File: src/incr_or_move_pkg.sv
// constants and types for the increment/or/move execution block
package incr_or_move_pkg;
  localparam int DATA_WIDTH = 8;
  localparam int ADDR_WIDTH = 7;
  localparam int FILE_DEPTH = 128;
  localparam logic [7:0] ZERO_BYTE = 8'h00;
  localparam logic [7:0] ONE_BYTE = 8'h01;
  localparam logic [7:0] W_RESET = 8'h00;
  localparam logic [7:0] FILE_RESET = 8'h00;
  localparam logic Z_RESET = 1'b0;
  localparam logic DEST_ACCUM = 1'b0;
  localparam logic DEST_FILE = 1'b1;
  localparam logic [2:0] SKIP_CYCLES = 3'h2;
  typedef enum logic [2:0] {
    no_operation = 3'b000,
    increment_register = 3'b001,
    increment_skip_if_zero = 3'b010,
    or_literal_into_accumulator = 3'b011,
    or_accumulator_with_register = 3'b100,
    move_register = 3'b101
  } opcode_type;
  typedef enum logic [0:0] {
    st_run = 1'b0,
    st_skip = 1'b1
  } state_type;
endpackage : incr_or_move_pkg

File: src/incr_or_move_exec.sv
// execution unit for increment, inclusive or and move file instructions
// Notes on behaviour
// - a 7-bit address picks the file register and dest bit 1 writes back to it, 0 writes to the accumulator.
// - increment-skip adds one and on a zero result replaces the next instruction with a no-op, flags untouched.
// - increment-skip with a nonzero result lets the next instruction run normally.
// - plain increment adds one, stores to the chosen destination, updates zero and never skips.
// - or-literal ors the accumulator with the 8-bit immediate into the accumulator and updates zero.
// - or-register ors the accumulator with the file register into the chosen destination and updates zero.
// - move copies the file register to the chosen destination, updates zero, in one cycle.
// - move with dest bit 1 rewrites the register yet still updates zero so it can test it.
`timescale 1ns/1ps
module incr_or_move_exec #(
  parameter int DATA_WIDTH = incr_or_move_pkg::DATA_WIDTH,
  parameter int ADDR_WIDTH = incr_or_move_pkg::ADDR_WIDTH
) (
  input wire logic sys_clk,
  input wire logic reset_n,
  input wire logic instr_valid,
  input wire incr_or_move_pkg::opcode_type instr_op,
  input wire logic [ADDR_WIDTH-1:0] instr_addr,
  input wire logic instr_dest,
  input wire logic [DATA_WIDTH-1:0] instr_literal,
  output logic [DATA_WIDTH-1:0] accum_reg,
  output logic zero_reg,
  output logic skip_reg,
  output logic done_reg,
  output logic [DATA_WIDTH-1:0] result_reg
);
  localparam int DEPTH = 1 << ADDR_WIDTH;

  logic [DATA_WIDTH-1:0] file_mem [DEPTH];
  incr_or_move_pkg::state_type state_reg;
  incr_or_move_pkg::state_type state_next;

  // operand fetch and decode
  wire run_now = instr_valid && (state_reg == incr_or_move_pkg::st_run);
  wire [DATA_WIDTH-1:0] file_val = file_mem[instr_addr];
  wire [DATA_WIDTH-1:0] inc_val = file_val + DATA_WIDTH'(incr_or_move_pkg::ONE_BYTE);
  wire [DATA_WIDTH-1:0] or_lit = accum_reg | instr_literal;
  wire [DATA_WIDTH-1:0] or_reg = accum_reg | file_val;
  // opcode decode
  wire is_inc = instr_op == incr_or_move_pkg::increment_register;
  wire is_incsz = instr_op == incr_or_move_pkg::increment_skip_if_zero;
  wire is_orl = instr_op == incr_or_move_pkg::or_literal_into_accumulator;
  wire is_orf = instr_op == incr_or_move_pkg::or_accumulator_with_register;
  wire is_mov = instr_op == incr_or_move_pkg::move_register;
  wire is_file_op = is_inc | is_incsz | is_orf | is_mov;
  wire [DATA_WIDTH-1:0] result_val = (is_inc | is_incsz) ? inc_val :
                                     is_orl ? or_lit :
                                     is_orf ? or_reg :
                                     is_mov ? file_val : accum_reg;
  wire to_file = run_now && is_file_op && (instr_dest == incr_or_move_pkg::DEST_FILE);
  wire to_accum = run_now && ((is_file_op && (instr_dest == incr_or_move_pkg::DEST_ACCUM)) || is_orl);
  // zero flag from result, not for skip form
  wire z_update = run_now && (is_inc | is_orl | is_orf | is_mov);
  wire result_zero = result_val == DATA_WIDTH'(incr_or_move_pkg::ZERO_BYTE);
  // skip only on zero increment-skip result
  wire take_skip = run_now && is_incsz && result_zero;

  // sequencer: skip state swallows the next slot as a no-op
  always_comb begin
    state_next = state_reg;
    case (state_reg)
      incr_or_move_pkg::st_run: begin
        if (take_skip) begin
          state_next = incr_or_move_pkg::st_skip;
        end
      end
      incr_or_move_pkg::st_skip: begin
        if (instr_valid) begin
          state_next = incr_or_move_pkg::st_run;
        end
      end
      default: state_next = incr_or_move_pkg::st_run;
    endcase
  end

  always_ff @(posedge sys_clk) begin
    if (!reset_n) begin
      state_reg <= incr_or_move_pkg::st_run;
    end else begin
      state_reg <= state_next;
    end
  end

  always_ff @(posedge sys_clk) begin
    if (to_file) begin
      file_mem[instr_addr] <= result_val;
    end
  end

  always_ff @(posedge sys_clk) begin
    if (!reset_n) begin
      accum_reg <= DATA_WIDTH'(incr_or_move_pkg::W_RESET);
      zero_reg <= incr_or_move_pkg::Z_RESET;
    end else begin
      if (to_accum) begin
        accum_reg <= result_val;
      end
      if (z_update) begin
        zero_reg <= result_zero;
      end
    end
  end

  always_ff @(posedge sys_clk) begin
    if (!reset_n) begin
      skip_reg <= 1'b0;
      done_reg <= 1'b0;
      result_reg <= DATA_WIDTH'(incr_or_move_pkg::ZERO_BYTE);
    end else begin
      skip_reg <= instr_valid && (state_reg == incr_or_move_pkg::st_skip);
      done_reg <= run_now;
      if (run_now) begin
        result_reg <= result_val;
      end
    end
  end

  zero_flag_a: assert property (@(posedge sys_clk) disable iff (!reset_n)
    z_update |=> zero_reg == (result_reg == '0)) else $error("zero flag wrong");
  skip_flags_a: assert property (@(posedge sys_clk) disable iff (!reset_n)
    (run_now && is_incsz) |=> $stable(zero_reg)) else $error("skip form changed zero");
  skip_next_a: assert property (@(posedge sys_clk) disable iff (!reset_n)
    take_skip ##1 instr_valid |=> skip_reg && !done_reg) else $error("next not skipped");
  no_skip_a: assert property (@(posedge sys_clk) disable iff (!reset_n)
    (run_now && is_incsz && !result_zero) ##1 instr_valid |=> done_reg) else $error("bad skip");
  inc_noskip_a: assert property (@(posedge sys_clk) disable iff (!reset_n)
    (run_now && is_inc) |=> state_reg == incr_or_move_pkg::st_run) else $error("increment skipped");
  or_lit_a: assert property (@(posedge sys_clk) disable iff (!reset_n)
    (run_now && is_orl) |=> accum_reg == ($past(accum_reg) | $past(instr_literal))) else $error("or literal bad");
  or_reg_a: assert property (@(posedge sys_clk) disable iff (!reset_n)
    (run_now && is_orf && !instr_dest) |=> accum_reg == $past(or_reg)) else $error("or register bad");
  // move to accumulator in one cycle
  move_w_a: assert property (@(posedge sys_clk) disable iff (!reset_n)
    (run_now && is_mov && !instr_dest) |=> accum_reg == $past(file_val) && done_reg) else $error("move bad");
  move_f_a: assert property (@(posedge sys_clk) disable iff (!reset_n)
    (run_now && is_mov && instr_dest) |=> $stable(accum_reg) && zero_reg == (result_reg == '0))
    else $error("move test bad");
  inc_file_a: assert property (@(posedge sys_clk) disable iff (!reset_n)
    (run_now && is_inc && instr_dest) |=> $stable(accum_reg) && result_reg == $past(inc_val))
    else $error("increment dest bad");

  inc_step_a: assert property (@(posedge sys_clk) disable iff (!reset_n)
    (run_now && is_inc)
    |=> (result_reg - $past(file_val)) == DATA_WIDTH'(1))
    else $error("increment step wrong");
  inc_zero_a: assert property (@(posedge sys_clk) disable iff (!reset_n)
    (run_now && is_inc)
    |=> zero_reg == ($past(file_val) == '1) && !skip_reg)
    else $error("increment zero wrong");
  skip_accum_a: assert property (@(posedge sys_clk) disable iff (!reset_n)
    (run_now && is_incsz && !instr_dest)
    |=> (accum_reg - $past(file_val)) == DATA_WIDTH'(1))
    else $error("skip form accumulator wrong");
  // file write seen by next slot
  file_wb_a: assert property (@(posedge sys_clk) disable iff (!reset_n)
    (run_now && is_file_op && instr_dest) ##1 (run_now && instr_addr == $past(instr_addr))
    |-> file_val == $past(result_val))
    else $error("file write-back lost");
  or_file_a: assert property (@(posedge sys_clk) disable iff (!reset_n)
    (run_now && is_orf && instr_dest)
    |=> $stable(accum_reg) && result_reg == ($past(accum_reg) | $past(file_val)))
    else $error("or register to file bad");
  or_lit_zero_a: assert property (@(posedge sys_clk) disable iff (!reset_n)
    (run_now && is_orl)
    |=> zero_reg == (($past(accum_reg) | $past(instr_literal)) == '0))
    else $error("or literal zero bad");
  // move flags zero in one cycle
  move_zero_a: assert property (@(posedge sys_clk) disable iff (!reset_n)
    (run_now && is_mov)
    |=> zero_reg == ($past(file_val) == '0) && done_reg)
    else $error("move zero bad");
  swallow_keeps_a: assert property (@(posedge sys_clk) disable iff (!reset_n)
    (instr_valid && state_reg == incr_or_move_pkg::st_skip)
    |=> $stable(accum_reg) && $stable(zero_reg) && $stable(result_reg) && skip_reg)
    else $error("swallowed slot acted");
  // idle cycles keep the skip pending
  skip_wait_a: assert property (@(posedge sys_clk) disable iff (!reset_n)
    (state_reg == incr_or_move_pkg::st_skip && !instr_valid)
    |=> state_reg == incr_or_move_pkg::st_skip && !skip_reg && !done_reg)
    else $error("skip lost on idle");
  // each slot executes or is swallowed
  one_outcome_a: assert property (@(posedge sys_clk) disable iff (!reset_n)
    instr_valid
    |=> done_reg != skip_reg)
    else $error("slot outcome wrong");

  // main scenarios reached
  skip_taken_c: cover property (@(posedge sys_clk) disable iff (!reset_n) take_skip ##1 instr_valid);
  move_test_c: cover property (@(posedge sys_clk) disable iff (!reset_n) run_now && is_mov && instr_dest);
  or_zero_c: cover property (@(posedge sys_clk) disable iff (!reset_n) z_update && result_zero);
  // nonzero skip result runs the next slot
  skip_nonzero_c: cover property (@(posedge sys_clk) disable iff (!reset_n)
    (run_now && is_incsz && !result_zero) ##1 instr_valid);
  // skip held over an idle cycle
  skip_idle_c: cover property (@(posedge sys_clk) disable iff (!reset_n)
    state_reg == incr_or_move_pkg::st_skip && !instr_valid);
endmodule : incr_or_move_exec

File: config.mk
export PLATFORM = sky130hd
export DESIGN_NAME = incr_or_move_exec
export DESIGN_NICKNAME = d
export VERILOG_FILES = /design/src/incr_or_move_pkg.sv /design/src/incr_or_move_exec.sv
export SDC_FILE = /design/constraint.sdc
export NUM_CORES = 1
export LEC_CHECK = 0
export BUFFER_PORTS_ARGS = -buffer_cell sky130_fd_sc_hd__buf_2
export CAP_MARGIN = 20
export CORE_MARGIN = 2
export CORE_UTILIZATION = 40
export CTS_CLUSTER_DIAMETER = 80
export DETAILED_ROUTE_END_ITERATION = 8
export HOLD_SLACK_MARGIN = 0.12
export PLACE_DENSITY = 0.63
export SKIP_CTS_REPAIR_TIMING = 1
export SLEW_MARGIN = 20
export SYNTH_ARGS = -nofsm -noshare
export SYNTH_HDL_FRONTEND = slang
export SYNTH_SLANG_ARGS = --single-unit
File: constraint.sdc
create_clock -name sys_clk -period 5.6 [get_ports sys_clk]
set_input_delay 0.56 -clock sys_clk [delete_from_list [all_inputs] [get_ports sys_clk]]
set_output_delay 0.56 -clock sys_clk [all_outputs]
set_load 0.01 [all_outputs]
==> flow_summary.ini, run 1 <==
[run_status]
status = finished clean

[worst_setup_path]
crit_chain = buf_6 -> and2b_2 -> buf_12 -> a211o_1 -> a32o_1 -> a221oi_1 -> nor4_1 -> buf_4 -> o311ai_2 -> o221a_2 -> and2_1 -> clkinv_2 -> buf_12
cp.arrival_ns = 4.95
slowest_delay_ns = 0.60
crit_type = in2reg
crit_top_cell = buf_12
critPathCaptureType = register
critPathMaxFanout = 58
critPathRequiredTime_ns = 5.98
crit_path_top_delay_cell = o311ai_2
critPathLaunchType = input pin

[synthesis]
async_reset_ff_share_pct = 0
syn_avg_cell_area_sq_um = 17.82
synthFlopType = edfxtp_1
synth_top_area_cell = edfxtp_1
syn-num-nets = 2354
synth_cell_types = 88
synthCells = 2331
synth_area_sq_um = 41540
synth_top_cell_area_share_pct = 74.03
synth_edf_count = 1024
yosys_warnings = 0
ys_seq_elements = 1044
netlist_top_cells_area = edfxtp_1, mux4_2, mux2i_1
ys_seq_area_share_pct = 74.99

[job]
cap_violations = 0

[clock_tree]
cts.clk_slew.worst_paths_ns = 0.06
clockRootBuffer = clkbuf_16
htreeDepth = 3
cts_buffer_depth = 3
cts_tree = built
cts.sinks = 1044
clkLatencyLatePin_ns = 0.68
numCtsBuffers = 105

[route]
wl_met3_mm = 12.01
wire_per_inst_um = 29.73
wl_met2_mm = 54.60
vias = 23910
wl_mm = 117.5
top_layer = met4
met1_length_mm = 46.41
ant_nets = 0
drc_errors = 0
firstDrtPassIters = 6
drt_iter0_drc = 3253
post_drt_via_cell_ratio = 6.050

[grt]
grt_pass1_wl_mm = 168.9
track_usage_pct = 21.79
antenna_found_initial = 0
grt_pass1_vias = 23180
grt_max_degree = 129
overflow = 0

[final_layout]
diodes = 0
utilization_pct = 45.98
syn2layout_area_growth_pct = 14.25
nets = 2509
drive_gt1_share_pct = 20.96
largest_reg_flops = 1024
num-fill-cells = 8584

[timing]
setup_viol = 0
min_period_over_period_pct = 81.55
tightest_slew_ns = 1.094
min_period_ns = 4.567
fmax_mhz = 219.0
slew_headroom_pct = 26.81
skew_ns = 0.02887
finalMaxSlewViolations = 0
rsz0062_at_grt = false
tns_ns = 0
worst_hold_slack_ns = 0.1901
hold_viol_final = 0

[floorplan]
die_y_um = 326.2
num_rows = 118
die_x_um = 326.2
die_area_sq_um = 106400
io-pin-count = 41
design.core.area_sq_um = 103200
initial_utilization_pct = 40.25

[power]
total_power_mw = 17.23
p_leak_nw = 15.37
worst_ir_drop_vdd_mv = 0.2858
p_per_area_nw_per_um2 = 363.1

[place]
placement.io_buffers = 40
gp_congestion = 0.9081
dp_hpwl_mm = 74.67

[worst_hold_path]
hp-class = in2reg
[critical path: cells and delay by family]
kind | cells | cell delay, ns
buf+inv | 5 | 1.52
compound gates | 5 | 2.01
simple gates | 3 | 0.73
[metrics by stage]
stage	cells	cell area [sq um]	worst slack (ns)
final	3952	47450	1.033
after global placement	3758	44040	0.5463
after global routing	3952	47450	0.8704
after CTS	3951	47440	1.187
after floorplan	2331	41540	0.5488
after detailed placement	3758	44040	0.5005
[path summary, 6_finish.rpt]
check	startpoint	to	slack, ns	depth (start not counted)
hold reg to reg	state_reg	done_reg	0.49	1
setup reg to reg	file_mem[121][1]	file_mem[96][6]	1.40	13
hold / removal	reset_n	skip_reg	0.19	3
setup / recovery	instr_addr[1]	file_mem[22][4]	1.03	13
[layout by cell type, fill, tap and decap left out, types with 8 or more instances in the layout]
cell	Yosys	final
o221ai_1	15	15
clkinv_1	3	24
a211oi_1	20	20
buf_2	50	37
a22oi_1	41	41
mux4_2	115	115
a221oi_1	102	102
nor2_1	195	193
o22ai_1	16	16
buf_4	20	133
bufinv_16	0	8
and3_1	11	11
mux2_2	41	41
clkinv_2	0	25
clkbuf_16	0	110
clkbuf_1	45	21
nand2_1	142	142
nand3_1	37	37
mux2i_1	116	116
a31oi_1	14	14
edfxtp_1	1024	1024
a21oi_1	47	47
buf_12	2	22
o21ai_0	54	54
nor2b_1	10	8
a221o_1	17	17
dfxtp_1	20	20
[Yosys cell counts (all sizes together) (5+ instances only)]
cell,instances
o211ai,6
mux2i,117
nor2b,10
inv,17
and3,11
a21oi,47
nand2b,7
nand2,142
nor4,5
mux2,42
mux4,122
a211oi,21
clkbuf,46
a31oi,15
o221ai,15
o21ai,55
nor3,5
a221oi,103
a22oi,41
dfxtp,20
a221o,17
nor2,195
edfxtp,1024
buf,102
nand4,8
nand3,37
o22ai,16
and2,8
[cell families (layout without fill, tap and decap cells)]
logic type	after synthesis	in the layout	synth area share, %
AO/OA/AOI/OAI	386	386	7.130
flip-flops	1044	1044	74.99
adder cells (fa/ha/maj)	1	1	0.03012
multiplexers	281	281	10.65
AND/OR/NAND/NOR	447	447	4.708
XOR/XNOR	4	4	0.08436
buffers and inverters	168	409	2.407
[power breakdown]
| group | internal (mW) | switching, mW | total, mW |
|---|---|---|---|
| clock | 3.97 | 2.96 | 6.93 |
| sequential | 8.91 | 0.0104 | 8.92 |
| combinational | 0.372 | 1.00 | 1.38 |
[per-layer routing]
| metal | track usage [%] | vias up |
|---|---|---|
| met5 | 0 | - |
| met4 | 8.034 | 0 |
| met3 | 4.682 | 262 |
| met2 | 33.92 | 1423 |
| met1 | 30.28 | 12420 |
| li1 | - | 9803 |
[cell type report]
class                      instances  area [sq um]  share of cell area [%]
clock inverter                    61         559.3                   1.179
tap                             1380          1727                   3.639
inverter                          20         86.33                  0.1819
clock buffer                     132          2845                   5.996
multi-input combinational       1119          9410                   19.83
timing repair buffer             196          1675                   3.531
sequential                      1044         31150                   65.64
Power figures use the tool's default switching activity.
==> run 2, diff against run 1 <==
Settings changed: PLACE_DENSITY 0.63 to 0.65.
Clock period 5.6 ns to 4.1 ns, I/O delays scaled along.
==> run 2 against run 1 <==
Sequential share of layout area decreased by 2.5 points. First-iteration DRC count decreased by 9.0%. Count of clock-buffer cells in the layout decreased by 12. Register-to-register slack got worse by 1.3 ns. Cell count increased by 4.4%. Design area increased by 3.9%. Worst hold slack improved by 0.099 ns. Critical path type is now reg2reg. Highest routed layer unchanged.
==> flow_summary.ini, run 2 (synthesized netlist as in run 1, its figures left out) <==
[run_status]
status = finished clean

[power]
p_per_area_nw_per_um2 = 483.2
worst_ir_drop_vdd_mv = 0.3514
switching_share_pct = 23.14
p_comb_share_pct = 9.1
p_leak_nw = 16.36
p_switching_mw = 5.514
p_clk_share_pct = 39.8
p_seq_share_pct = 51.1
internal-power_mw = 18.32

[route]
post_drt_via_cell_ratio = 5.921
wire_per_inst_um = 28.79
wl_mm = 118.8
ant_nets = 0
vias = 24430
firstDrtPassIters = 6
drt_iter0_drc = 2959
drc_errors = 0

[place]
placement.io_buffers = 40
gp_congestion = 0.9726
place_inst = 3932
dp_hpwl_mm = 78.59

[floorplan]
die_y_um = 326.2
design.core.area_sq_um = 103200
num_rows = 118
die_x_um = 326.2
initial_utilization_pct = 40.25
die_area_sq_um = 106400
io-pin-count = 41

[final_layout]
stdcell_count = 4126
mostFrequentLayoutCells = edfxtp_1, buf_4, nor2_1
largest_reg_flops = 1024
utilization_pct = 47.78
num-fill-cells = 8509
nets = 2684
layout_commonest_cell = edfxtp_1
syn2layout_area_growth_pct = 18.72
drive_gt1_share_pct = 26.42

[timing]
worst_hold_slack_ns = 0.2892
hold_viol_final = 0
fmax_mhz = 247.4
slew_headroom_pct = 20.41
skew_ns = 0.04675
setup_viol = 0
finalMaxSlewViolations = 0
tightest_slew_ns = 1.186
min_period_over_period_pct = 98.58
rsz0062_at_grt = false
min_period_ns = 4.042

[worst_setup_path]
critPathLaunchType = register
critical_path.top_delay_family = compound AO/OA/AOI/OAI gates
slowest_delay_ns = 0.91
critPathMaxFanout = 72
critPathCaptureType = register
cp.arrival_ns = 4.40
critPathBufInv = 3
crit_type = reg2reg
crit_chain = mux4_2 -> mux2i_1 -> a221oi_2 -> a311oi_1 -> a31o_1 -> a211oi_4 -> buf_4 -> nor4b_2 -> xor2_1 -> a21oi_2 -> clkinvlp_4 -> buf_12
crit_path_top_delay_cell = a311oi_1
critPathRequiredTime_ns = 4.46

[clock_tree]
cts.clk_slew.worst_paths_ns = 0.06
clkLatencyLatePin_ns = 0.70
cts.sinks = 1044
htreeDepth = 3
numCtsBuffers = 105
clockRootBuffer = clkbuf_16
cts_tree = built
cts_buffer_depth = 3

[grt]
overflow = 0
antenna_found_initial = 2
grt_max_degree = 97
track_usage_pct = 22.10
grt_pass1_vias = 24370
grt_pass1_wl_mm = 171.8

[job]
cap_violations = 0

[worst_hold_path]
hp-class = in2reg
==> run 2: power groups by stage <==
stage,clock (mW),sequential (mW),combinational (mW)
2_1_floorplan,0,12.5,1.02
3_3_place_gp,0,12.4,2.08
3_5_place_dp,0,12.4,2.14
4_1_cts,9.58,12.2,2.15
5_1_grt,10.0,12.2,2.27
6_report,9.48,12.2,2.17
==> run 2: per-stage QoR <==
stage | total power [mW] | setup TNS [ns] | setup WS [ns] | area [sq um]
after detailed placement | 14.55 | -174.17 | -0.4550 | 45890
after global routing | 24.45 | 0 | 0.09338 | 49310
final | 23.83 | 0 | 0.05841 | 49310
after global placement | 14.48 | -121.47 | -0.3416 | 45890
after floorplan | 13.48 | -105.84 | -0.2892 | 41710
after CTS | 23.90 | 0 | 0.2430 | 49280
==> run 2: final timing paths <==
check | slack, ns | to | depth (start not counted) | start
setup reg to reg | 0.06 | file_mem[39][6] | 12 | file_mem[58][3]
setup / recovery | 0.06 | file_mem[39][6] | 12 | file_mem[58][3]
hold / removal | 0.29 | accum_reg[0] | 5 | instr_dest
hold reg to reg | 0.51 | result_reg[3] | 2 | result_reg[3]
==> run 2: cell type report <==
class	count	area (sq um)	area share, %
diodes	2	5.005	0.01015
clock buffers	120	2726	5.529
clock inverters	70	665.6	1.350
inverters	20	102.6	0.2081
multi-input cells	1119	9495	19.26
flip-flops and latches	1044	31150	63.17
well taps	1380	1727	3.501
repair buffers	371	3442	6.980
==> run 2: per-layer routing <==
layer	global-route usage [%]	up-vias	wire, um
met1	29.99	12550	45700
met2	35.09	1461	56090
met5	0	-	0
met4	8.676	0	4829
li1	-	10160	-
met3	4.579	260	12180
==> run 2: worst min-delay path, delay by kind of cell <==
family / cells / cell delay, ns
buffers and inverters: 2 / 0.30
and+or+nand+nor: 1 / 0.09
AOI/OAI and AO/OA: 2 / 0.12
